===== config.mk =====
export PLATFORM = sky130hd
export DESIGN_NAME = rxc_top
export DESIGN_NICKNAME = d
export VERILOG_FILES = /design/src/rxc_pkg.sv /design/src/rxc_filter_clk_div.sv /design/src/rxc_top.sv
export VERILOG_INCLUDE_DIRS = /design/src
export SDC_FILE = /design/constraint.sdc
export NUM_CORES = 1
export LEC_CHECK = 0
export BUFFER_PORTS_ARGS = -buffer_cell sky130_fd_sc_hd__buf_2
export CAP_MARGIN = 10
export CORE_AREA = 4 4 176 110
export CTS_BUF_LIST = sky130_fd_sc_hd__clkbuf_16
export DETAILED_ROUTE_END_ITERATION = 16
export DIE_AREA = 0 0 180 114
export PLACE_DENSITY_LB_ADDON = 0.05
export SETUP_SLACK_MARGIN = 0.5
export SLEW_MARGIN = 20
export SYNTH_ARGS = -nofsm -noshare
export SYNTH_HDL_FRONTEND = slang
export SYNTH_SLANG_ARGS = --single-unit

===== constraint.sdc =====
create_clock -name i_ref_clk -period 6.35 [get_ports i_ref_clk]
set_input_delay 1.27 -clock i_ref_clk [delete_from_list [all_inputs] [get_ports i_ref_clk]]
set_output_delay 1.27 -clock i_ref_clk [all_outputs]
set_load 0.005 [all_outputs]

===== src/rxc_defs.svh =====
`ifndef RXC_DEFS_SVH
`define RXC_DEFS_SVH

// Register addresses on the serial programming port
`define RXC_ADDR_MAIN          7'h00
`define RXC_ADDR_MODF          7'h01
`define RXC_ADDR_FCLK          7'h08
`define RXC_ADDR_ESTC          7'h15
`define RXC_ADDR_ESTR          7'h16

// Reset values
`define RXC_RST_MAIN           8'h00
`define RXC_RST_MODF           8'h00
`define RXC_RST_FCLK           8'h84
`define RXC_RST_ESTC           4'h0
`define RXC_RST_ESTR           8'h00

// Field positions
`define RXC_MAIN_AMP_BYP       7
`define RXC_MAIN_MODE_HI       2
`define RXC_MAIN_MODE_LO       1
`define RXC_MODF_LEVEL_EN      3
`define RXC_MODF_CORNER_HI     1
`define RXC_MODF_CORNER_LO     0
`define RXC_FCLK_DOUBLE        6
`define RXC_FCLK_DIV_HI        5
`define RXC_FCLK_DIV_LO        0
`define RXC_ESTC_MODE_HI       1
`define RXC_ESTC_MODE_LO       0
`define RXC_ESTC_LEN_HI        3
`define RXC_ESTC_LEN_LO        2

// Transceiver mode code for receive
`define RXC_MODE_RECEIVE       2'h2

// Measurement lengths in symbols
`define RXC_LEN_CODE0          7'h08
`define RXC_LEN_CODE1          7'h10
`define RXC_LEN_CODE2          7'h20
`define RXC_LEN_CODE3          7'h40

// Serial frame: 7 address bits, 1 read flag, 8 data bits
`define RXC_FRAME_BITS         16
`define RXC_HDR_LAST           4'h7
`define RXC_FRAME_LAST         4'hF

// Filter clock fixed phase division
`define RXC_PHASES             4
`define RXC_PHASE_RST          4'h1

`endif


===== src/rxc_pkg.sv =====
package rxc_pkg;

   typedef enum logic [1:0] {
      RXC_EST_OFF,
      RXC_EST_UP,
      RXC_EST_DOWN,
      RXC_EST_BOTH
   } rxc_est_mode_type;

   typedef enum logic {
      RXC_ST_IDLE,
      RXC_ST_COUNT
   } rxc_est_state_type;

   typedef struct packed {
      logic       front_amp_bypass;
      logic [1:0] prefilter_corner_sel;
      logic       signal_level_enable;
      logic       filter_clock_double;
   } rxc_rx_cfg_type;

   typedef struct packed {
      logic bit_val;
      logic up_pulse;
      logic down_pulse;
   } rxc_demod_type;

endpackage


===== src/rxc_filter_clk_div.sv =====
`timescale 1ns/10ps
`include "rxc_defs.svh"

module rxc_filter_clk_div #(
   parameter int DIV_W = 6
) (
   input  wire logic             i_ref_clk,
   input  wire logic             i_resetn,
   input  wire logic [DIV_W-1:0] i_div,
   output logic [3:0]            o_phase,
   output logic                  o_filter_clk
);
   import rxc_pkg::*;

   logic [DIV_W-1:0] cnt_r;
   logic [DIV_W-1:0] div_eff;
   logic             tick;

   // Zero would stall the filter clock, so it acts as one
   assign div_eff = (i_div == '0) ? DIV_W'(1) : i_div;
   assign tick    = (cnt_r >= div_eff - DIV_W'(1));

   always_ff @(posedge i_ref_clk or negedge i_resetn) begin
      if (!i_resetn) begin
         cnt_r <= '0;
      end else if (tick) begin
         cnt_r <= '0;
      end else begin
         cnt_r <= cnt_r + DIV_W'(1);
      end
   end

   // Rotating one-hot gives four non-overlapping phases
   always_ff @(posedge i_ref_clk or negedge i_resetn) begin
      if (!i_resetn) begin
         o_phase <= `RXC_PHASE_RST;
      end else if (tick) begin
         o_phase <= {o_phase[2:0], o_phase[3]};
      end
   end

   always_ff @(posedge i_ref_clk or negedge i_resetn) begin
      if (!i_resetn) begin
         o_filter_clk <= 1'b0;
      end else if (tick) begin
         o_filter_clk <= ~o_filter_clk;
      end
   end
endmodule // rxc_filter_clk_div


===== src/rxc_top.sv =====
`timescale 1ns/10ps
`include "rxc_defs.svh"

module rxc_top #(
   parameter int NSYNC = 6
) (
   input  wire logic              i_ref_clk,
   input  wire logic              i_resetn,
   input  wire logic              i_prog_clk,
   input  wire logic              i_prog_enable,
   input  wire logic              i_prog_data,
   output logic                   o_prog_data,
   output logic                   o_prog_data_oe_n,
   input  wire logic              i_ichan,
   input  wire logic              i_qchan,
   input  wire logic              i_symbol_strobe,
   input  wire logic              i_bidir_data_pin,
   output logic                   o_bidir_data_pin,
   output logic                   o_bidir_data_pin_oe_n,
   output logic                   o_tx_data,
   output logic [1:0]             o_xcvr_mode,
   output rxc_pkg::rxc_rx_cfg_type o_rx_cfg,
   output logic [3:0]             o_filter_phase,
   output logic                   o_filter_clk
);
   import rxc_pkg::*;

   function automatic logic [6:0] len_of(input logic [1:0] code);
      case (code)
         2'h0:    len_of = `RXC_LEN_CODE0;
         2'h1:    len_of = `RXC_LEN_CODE1;
         2'h2:    len_of = `RXC_LEN_CODE2;
         default: len_of = `RXC_LEN_CODE3;
      endcase
   endfunction

   // Saturation keeps up-only results from wrapping negative
   function automatic logic [7:0] sat_step(input logic [7:0] v, input logic up, input logic down);
      if (up && v != 8'h7F) begin
         sat_step = v + 8'h01;
      end else if (down && v != 8'h80) begin
         sat_step = v - 8'h01;
      end else begin
         sat_step = v;
      end
   endfunction

   logic [NSYNC-1:0]  sync_in;
   logic [NSYNC-1:0]  s1_r;
   logic [NSYNC-1:0]  s2_r;
   logic              pclk_prev_r;
   logic              ich_prev_r;
   logic              pclk_s;
   logic              pen_s;
   logic              pdat_s;
   logic              ich_s;
   logic              qch_s;
   logic              prog_rise;
   logic              prog_fall;
   logic              i_rise;
   logic [3:0]        bit_cnt_r;
   logic [14:0]       shift_r;
   logic [7:0]        rd_sr_r;
   logic              rd_active_r;
   logic              wr_stb;
   logic [6:0]        wr_addr;
   logic [7:0]        wr_data;
   logic [7:0]        main_r;
   logic [7:0]        modf_r;
   logic [7:0]        fclk_r;
   logic [3:0]        estc_r;
   logic [7:0]        result_r;
   logic              est_restart;
   logic              rx_mode;
   rxc_est_mode_type  est_mode;
   rxc_est_state_type state_r;
   rxc_demod_type     demod_r;
   logic              active;
   logic              count_up;
   logic              count_down;
   logic [7:0]        count_r;
   logic [7:0]        count_nxt;
   logic [6:0]        sym_cnt_r;
   logic              done;

   assign sync_in = {i_prog_clk, i_prog_enable, i_prog_data, i_ichan, i_qchan, i_bidir_data_pin};

   genvar k;
   generate
      for (k = 0; k < NSYNC; k++) begin : g_sync
         always_ff @(posedge i_ref_clk or negedge i_resetn) begin
            if (!i_resetn) begin
               s1_r[k] <= 1'b0;
               s2_r[k] <= 1'b0;
            end else begin
               s1_r[k] <= sync_in[k];
               s2_r[k] <= s1_r[k];
            end
         end
      end
   endgenerate

   assign pclk_s    = s2_r[5];
   assign pen_s     = s2_r[4];
   assign pdat_s    = s2_r[3];
   assign ich_s     = s2_r[2];
   assign qch_s     = s2_r[1];
   assign o_tx_data = s2_r[0];

   always_ff @(posedge i_ref_clk or negedge i_resetn) begin
      if (!i_resetn) begin
         pclk_prev_r <= 1'b0;
         ich_prev_r  <= 1'b0;
      end else begin
         pclk_prev_r <= pclk_s;
         ich_prev_r  <= ich_s;
      end
   end

   assign prog_rise = pen_s && pclk_s && !pclk_prev_r;
   assign prog_fall = pen_s && !pclk_s && pclk_prev_r;
   assign i_rise    = ich_s && !ich_prev_r;

   // Serial programming port: address, read flag, data, MSB first
   always_ff @(posedge i_ref_clk or negedge i_resetn) begin
      if (!i_resetn) begin
         bit_cnt_r <= 4'h0;
         shift_r   <= 15'h0000;
      end else if (!pen_s) begin
         bit_cnt_r <= 4'h0;
      end else if (prog_rise) begin
         bit_cnt_r <= bit_cnt_r + 4'h1;
         shift_r   <= {shift_r[13:0], pdat_s};
      end
   end

   assign wr_stb  = prog_rise && (bit_cnt_r == `RXC_FRAME_LAST) && !shift_r[7];
   assign wr_addr = shift_r[14:8];
   assign wr_data = {shift_r[6:0], pdat_s};

   function automatic logic [7:0] reg_read(input logic [6:0] a, input logic [7:0] m, input logic [7:0] f,
                                           input logic [7:0] c, input logic [3:0] e, input logic [7:0] r);
      case (a)
         `RXC_ADDR_MAIN: reg_read = m;
         `RXC_ADDR_MODF: reg_read = f;
         `RXC_ADDR_FCLK: reg_read = c;
         `RXC_ADDR_ESTC: reg_read = {4'h0, e};
         `RXC_ADDR_ESTR: reg_read = r;
         default:        reg_read = 8'h00;
      endcase
   endfunction

   // Read data changes on falling edges so the host samples on rising
   always_ff @(posedge i_ref_clk or negedge i_resetn) begin
      if (!i_resetn) begin
         rd_active_r <= 1'b0;
         rd_sr_r     <= 8'h00;
         o_prog_data <= 1'b0;
      end else if (!pen_s) begin
         rd_active_r <= 1'b0;
      end else if (prog_rise && bit_cnt_r == `RXC_HDR_LAST && pdat_s) begin
         rd_active_r <= 1'b1;
         rd_sr_r     <= reg_read(shift_r[6:0], main_r, modf_r, fclk_r, estc_r, result_r);
      end else if (prog_fall && rd_active_r) begin
         o_prog_data <= rd_sr_r[7];
         rd_sr_r     <= {rd_sr_r[6:0], 1'b0};
      end
   end

   assign o_prog_data_oe_n = !(rd_active_r && pen_s);

   always_ff @(posedge i_ref_clk or negedge i_resetn) begin
      if (!i_resetn) begin
         main_r <= `RXC_RST_MAIN;
         modf_r <= `RXC_RST_MODF;
         fclk_r <= `RXC_RST_FCLK;
         estc_r <= `RXC_RST_ESTC;
      end else if (wr_stb) begin
         case (wr_addr)
            `RXC_ADDR_MAIN: main_r <= wr_data;
            `RXC_ADDR_MODF: modf_r <= wr_data;
            `RXC_ADDR_FCLK: fclk_r <= wr_data;
            `RXC_ADDR_ESTC: estc_r <= wr_data[3:0];
            default:        ;
         endcase
      end
   end

   assign est_restart = wr_stb && (wr_addr == `RXC_ADDR_ESTC);

   always_ff @(posedge i_ref_clk or negedge i_resetn) begin
      if (!i_resetn) begin
         o_rx_cfg <= '0;
      end else begin
         o_rx_cfg.front_amp_bypass     <= main_r[`RXC_MAIN_AMP_BYP];
         o_rx_cfg.prefilter_corner_sel <= modf_r[`RXC_MODF_CORNER_HI:`RXC_MODF_CORNER_LO];
         o_rx_cfg.signal_level_enable  <= modf_r[`RXC_MODF_LEVEL_EN];
         o_rx_cfg.filter_clock_double  <= fclk_r[`RXC_FCLK_DOUBLE];
      end
   end

   assign o_xcvr_mode = main_r[`RXC_MAIN_MODE_HI:`RXC_MAIN_MODE_LO];
   assign rx_mode     = (o_xcvr_mode == `RXC_MODE_RECEIVE);

   rxc_filter_clk_div #(
      .DIV_W (6)
   ) u_fdiv (
      .i_ref_clk    (i_ref_clk),
      .i_resetn     (i_resetn),
      .i_div        (fclk_r[`RXC_FCLK_DIV_HI:`RXC_FCLK_DIV_LO]),
      .o_phase      (o_filter_phase),
      .o_filter_clk (o_filter_clk)
   );

   // Q already high at I rising edge means I lags Q
   always_ff @(posedge i_ref_clk or negedge i_resetn) begin
      if (!i_resetn) begin
         demod_r <= '0;
      end else begin
         demod_r.up_pulse   <= i_rise && qch_s;
         demod_r.down_pulse <= i_rise && !qch_s;
         if (i_rise) begin
            demod_r.bit_val <= qch_s;
         end
      end
   end

   assign o_bidir_data_pin      = demod_r.bit_val;
   assign o_bidir_data_pin_oe_n = !rx_mode;

   assign est_mode   = rxc_est_mode_type'(estc_r[`RXC_ESTC_MODE_HI:`RXC_ESTC_MODE_LO]);
   assign active     = rx_mode && (est_mode != RXC_EST_OFF);
   assign count_up   = demod_r.up_pulse && (est_mode == RXC_EST_UP || est_mode == RXC_EST_BOTH);
   assign count_down = demod_r.down_pulse && (est_mode == RXC_EST_DOWN || est_mode == RXC_EST_BOTH);

   // Down-only mode counts toward negative, stored two's complement
   assign count_nxt = sat_step(count_r, count_up, count_down);
   assign done      = (state_r == RXC_ST_COUNT) && i_symbol_strobe &&
                      (sym_cnt_r == len_of(estc_r[`RXC_ESTC_LEN_HI:`RXC_ESTC_LEN_LO]) - 7'h01);

   always_ff @(posedge i_ref_clk or negedge i_resetn) begin
      if (!i_resetn) begin
         state_r <= RXC_ST_IDLE;
      end else if (!active || est_restart) begin
         state_r <= RXC_ST_IDLE;
      end else begin
         case (state_r)
            RXC_ST_IDLE:  state_r <= RXC_ST_COUNT;
            RXC_ST_COUNT: state_r <= done ? RXC_ST_IDLE : RXC_ST_COUNT;
            default:      state_r <= RXC_ST_IDLE;
         endcase
      end
   end

   always_ff @(posedge i_ref_clk or negedge i_resetn) begin
      if (!i_resetn) begin
         count_r   <= 8'h00;
         sym_cnt_r <= 7'h00;
      end else if (state_r == RXC_ST_IDLE) begin
         count_r   <= 8'h00;
         sym_cnt_r <= 7'h00;
      end else begin
         count_r <= count_nxt;
         if (i_symbol_strobe) begin
            sym_cnt_r <= sym_cnt_r + 7'h01;
         end
      end
   end

   always_ff @(posedge i_ref_clk or negedge i_resetn) begin
      if (!i_resetn) begin
         result_r <= `RXC_RST_ESTR;
      end else if (done && active && !est_restart) begin
         result_r <= count_nxt;
      end
   end
endmodule // rxc_top


==> qor.log <==
INFO  worst_setup_path critical_path.max_fanout=11
INFO  worst_setup_path r2r.worst_path.cells=10
INFO  clock_network  number_of_levels_the_h_tree_was_split_into=4
INFO  sta            timing.final.ws_setup=3.567ns
INFO  job            maxCapViolations=0
INFO  cells_and_area number_of_fill_cells_in_the_layout=1752
INFO  worst_setup_path worst_r2r_endpoint=u_fdiv.o_phase[3]$_DFFE_PN0P_
INFO  worst_setup_path worst-endpoint-arrival=3.07ns
INFO  power_and_ir_drop vdd_drop_max=0.0001523V
INFO  clock_network  cts_sinks=114
INFO  sta            fin_worst_skew=0.01106ns
INFO  sta            post-route-min-period=2.783ns
INFO  floorplanning  die_height=114um
INFO  worst_hold_path startpoint_of_the_worst_hold_path=s1_r[2]$_DFF_PN0_
INFO  synth          dominantRegCellSynth=sky130_fd_sc_hd__dfrtp_1
INFO  global_route   grt_remaining_overflow=0
INFO  global_route   grt_pass1_vias=3442
INFO  sta            setup_total_negative_slack=0ns
INFO  clock_network  worstSkewPairLatency=0.40ns
INFO  worst_setup_path r2r_start=fclk_r[1]$_DFFE_PN0P_
INFO  cells_and_area n_antenna_cell=0
INFO  worst_setup_path worstSetupEndpointType=flip-flop
INFO  worst_setup_path crit_required=6.63ns
INFO  route          drt.antenna.violating_nets=0
INFO  sta            final_max_slew_viol_count=0
INFO  global_route   grt_first_pass_wirelength=19100um
INFO  route          first_iter_violations=227
INFO  clock_network  cts-resized-gates=0
INFO  power_and_ir_drop power_density=304.5nW/um2
INFO  floorplanning  core.rowCount=38
INFO  synth          post_synth.cell_area_avg=11.89um2
INFO  worst_setup_path cp_top_family=simple AND/OR/NAND/NOR gates
INFO  clock_network  clk_pin_slew_worst_paths=0.06ns
INFO  global_route   global_route.usage.total=0.1195
INFO  worst_setup_path worst-setup-path-type=flip-flop to flip-flop
INFO  route          wirelength=11510um
INFO  place          port_buffers=25
INFO  synth          syn-cell-area=5234um2
INFO  clock_network  post_cts_buffers=0
INFO  clock_network  cts_buffer_count=17
INFO  synth          async_reset_ff_frac=1.000
INFO  floorplanning  die_width=180um
INFO  worst_setup_path worst-r2r-setup-slack=3.57ns
INFO  floorplanning  core_area=17730um2
INFO  worst_setup_path setup.worst_path.start_class=flip-flop
INFO  clock_network  cts-root-to-sink-buffers=2
INFO  place          routabilityCongestion=0.7638
INFO  synth          synth.lib_cells_used.distinct=55
INFO  cells_and_area layout_commonest_cell=sky130_fd_sc_hd__dfrtp_1
INFO  sta            setup_viol=0
INFO  clock_network  cts-hold-fix-buffers=0
INFO  sta            rsz0062_at_grt=no
INFO  synth          synth_warnings=0
INFO  worst_hold_path worstHoldPathType=flip-flop to flip-flop
INFO  place          hpwl=8150um
INFO  floorplanning  num_ports=26
INFO  route          post-route-drc-count=0
INFO  cells_and_area layout.nets=490
INFO  synth          postSynthNetCount=462
INFO  place          pre_cts_slack=3.199ns
INFO  global_route   grt_antenna_before_repair=0
INFO  floorplanning  fp.dieArea=20520um2
INFO  sta            max_freq=0.3593GHz
INFO  floorplanning  initial_utilization=0.2951
INFO  worst_setup_path timing.critical_path.slowest_stage_cell=sky130_fd_sc_hd__or4_1
INFO  worst_setup_path critical-path-max-stage-delay=0.52ns
INFO  route          wl_per_cell=15.96um
INFO  worst_setup_path crit_buf_inv=0
INFO  cells_and_area syn2layout_area_growth=18.26%
INFO  route          detailroute.via_count=3387
INFO  sta            slew-limit-headroom=0.3769
INFO  cells_and_area ratio_of_cells_with_drive_above_1_in_the_final_layout=0.2495
INFO  place          placedInstanceArea=5597um2
INFO  sta            final-hold-violation-count=0
INFO  synth          yosys_register_bits=114
INFO  synth          postSynthCellCount=440
INFO  sta            period_share=0.4383
INFO  cells_and_area final_cell_mix=111 x sky130_fd_sc_hd__dfrtp_1, 52 x sky130_fd_sc_hd__mux2_2, 33 x sky130_fd_sc_hd__nand2_1, 24 x sky130_fd_sc_hd__buf_2, 21 x sky130_fd_sc_hd__nor2_1
INFO  outcome        outcome=finished, final reports clean
INFO  synth          synth_enable_flop_cells=0
INFO  sta            worst-slew-pin-transition=0.9261ns
INFO  power_and_ir_drop p_leak=2.778nW
INFO  cells_and_area area_taken_by_flip_flops_and_latches=2856um2
INFO  worst_setup_path worst_path_cell_chain=or4_1, nor2_1, nor2_1, ha_1, xnor2_1, ha_1, nand2_1, o21ai_0, a31o_2, mux2_2
INFO  route          routed_via_density=4.698
INFO  clock_network  cell_at_the_root_of_the_clock_tree=sky130_fd_sc_hd__clkbuf_16
INFO  route          drt_first_pass_iters=4
INFO  synth          synth-seq-area-share=0.5458
INFO  cells_and_area final_area=6190um2
INFO  global_route   grt_max_degree=63
INFO  cells_and_area multi_input_area=2260um2
INFO  worst_hold_path hold_end=ich_s$_DFF_PN0_
INFO  worst_hold_path holdPathStages=0
INFO  clock_network  cts_tree=built
state kept, by name, summed over array words and instances, names as in the netlist, 2 cells and up:
signal and flops:
bit_cnt_r 4, s1_r 6, demod_r 2, modf_r 8, rd_sr_r 8, u_fdiv.o_phase 4, count_r 8, o_rx_cfg 5
u_fdiv.cnt_r 6, result_r 8, sym_cnt_r 7, main_r 8, estc_r 4, fclk_r 8, shift_r 15
final cells by class:
cell class,count,share of cell area
inverter,10,0.006064
clock buffer,17,0.06873
tap,240,0.04851
sequential,114,0.4615
clock inverter,15,0.02709
timing repair buffer,27,0.02304
multi-input combinational,298,0.3651
stage by stage:
step | std cells | util | total power [mW] | hold WS (ns)
after floorplan | 440 | - | 0.8880 | 0.3312
after global placement | 689 | 0.3156 | 0.9445 | 0.3324
after detailed placement | 689 | 0.3156 | 0.9477 | 0.3358
after CTS | 721 | 0.3490 | 1.922 | 0.3494
after global routing | 721 | 0.3490 | 1.973 | 0.3581
final | 721 | 0.3490 | 1.885 | 0.3451
layer usage:
layer	global-route usage	up-vias	wire [um]
met5	0	-	0
met3	0.03760	7	536
met4	0.03653	0	80
met1	0.1898	1678	6500
met2	0.1498	62	4388
li1	-	1640	-
synth_stat cells (7+ instances only):
cell	count	area, um2
sky130_fd_sc_hd__clkbuf_1	12	45.04
sky130_fd_sc_hd__inv_1	10	37.54
sky130_fd_sc_hd__nor3_1	7	35.03
sky130_fd_sc_hd__and2_1	15	93.84
sky130_fd_sc_hd__dfrtp_1	111	2778
sky130_fd_sc_hd__nand3_1	10	50.05
sky130_fd_sc_hd__mux2_2	52	585.6
sky130_fd_sc_hd__xor2_1	7	61.31
sky130_fd_sc_hd__a21oi_1	9	45.04
sky130_fd_sc_hd__nor2_1	21	78.83
sky130_fd_sc_hd__mux2i_1	14	140.1
sky130_fd_sc_hd__ha_1	13	162.7
sky130_fd_sc_hd__o21ai_0	14	70.07
sky130_fd_sc_hd__nand2_1	33	123.9
sky130_fd_sc_hd__xnor2_1	12	105.1
cell families (layout without fill, tap and decap cells):
family                     Yosys count  in the layout  synth area share
muxes                               66             66            0.1387
buffers and inverters               28             69           0.02247
adders and majority gates           13             13           0.03108
AOI/OAI and AO/OA                   67             67           0.08726
DFF                                114            114            0.5458
xor gates and xnor gates            19             19           0.03180
and+or+nand+nor                    133            133            0.1430
where the power goes:
| group | internal [mW] | switching [mW] | total (mW) | leakage [nW] |
|---|---|---|---|---|
| clock | 0.613 | 0.340 | 0.953 | 0.282 |
| sequential | 0.757 | 0.0762 | 0.833 | 1.53 |
| combinational | 0.0496 | 0.0491 | 0.0987 | 0.968 |
worst max path at each step:
stage	cells past startpoint	startpoint	endpoint
2_1_floorplan	11	fclk_r[1]$_DFFE_PN0P_	u_fdiv.o_phase[1]$_DFFE_PN0P_
3_3_place_gp	6	i_symbol_strobe	result_r[4]$_DFFE_PN0P_
3_5_place_dp	6	i_symbol_strobe	result_r[3]$_DFFE_PN0P_
4_1_cts	10	fclk_r[1]$_DFFE_PN0P_	u_fdiv.o_phase[3]$_DFFE_PN0P_
5_1_grt	10	fclk_r[1]$_DFFE_PN0P_	u_fdiv.o_phase[3]$_DFFE_PN0P_
6_report	10	fclk_r[1]$_DFFE_PN0P_	u_fdiv.o_phase[3]$_DFFE_PN0P_
(Power assumes the default switching activity.)
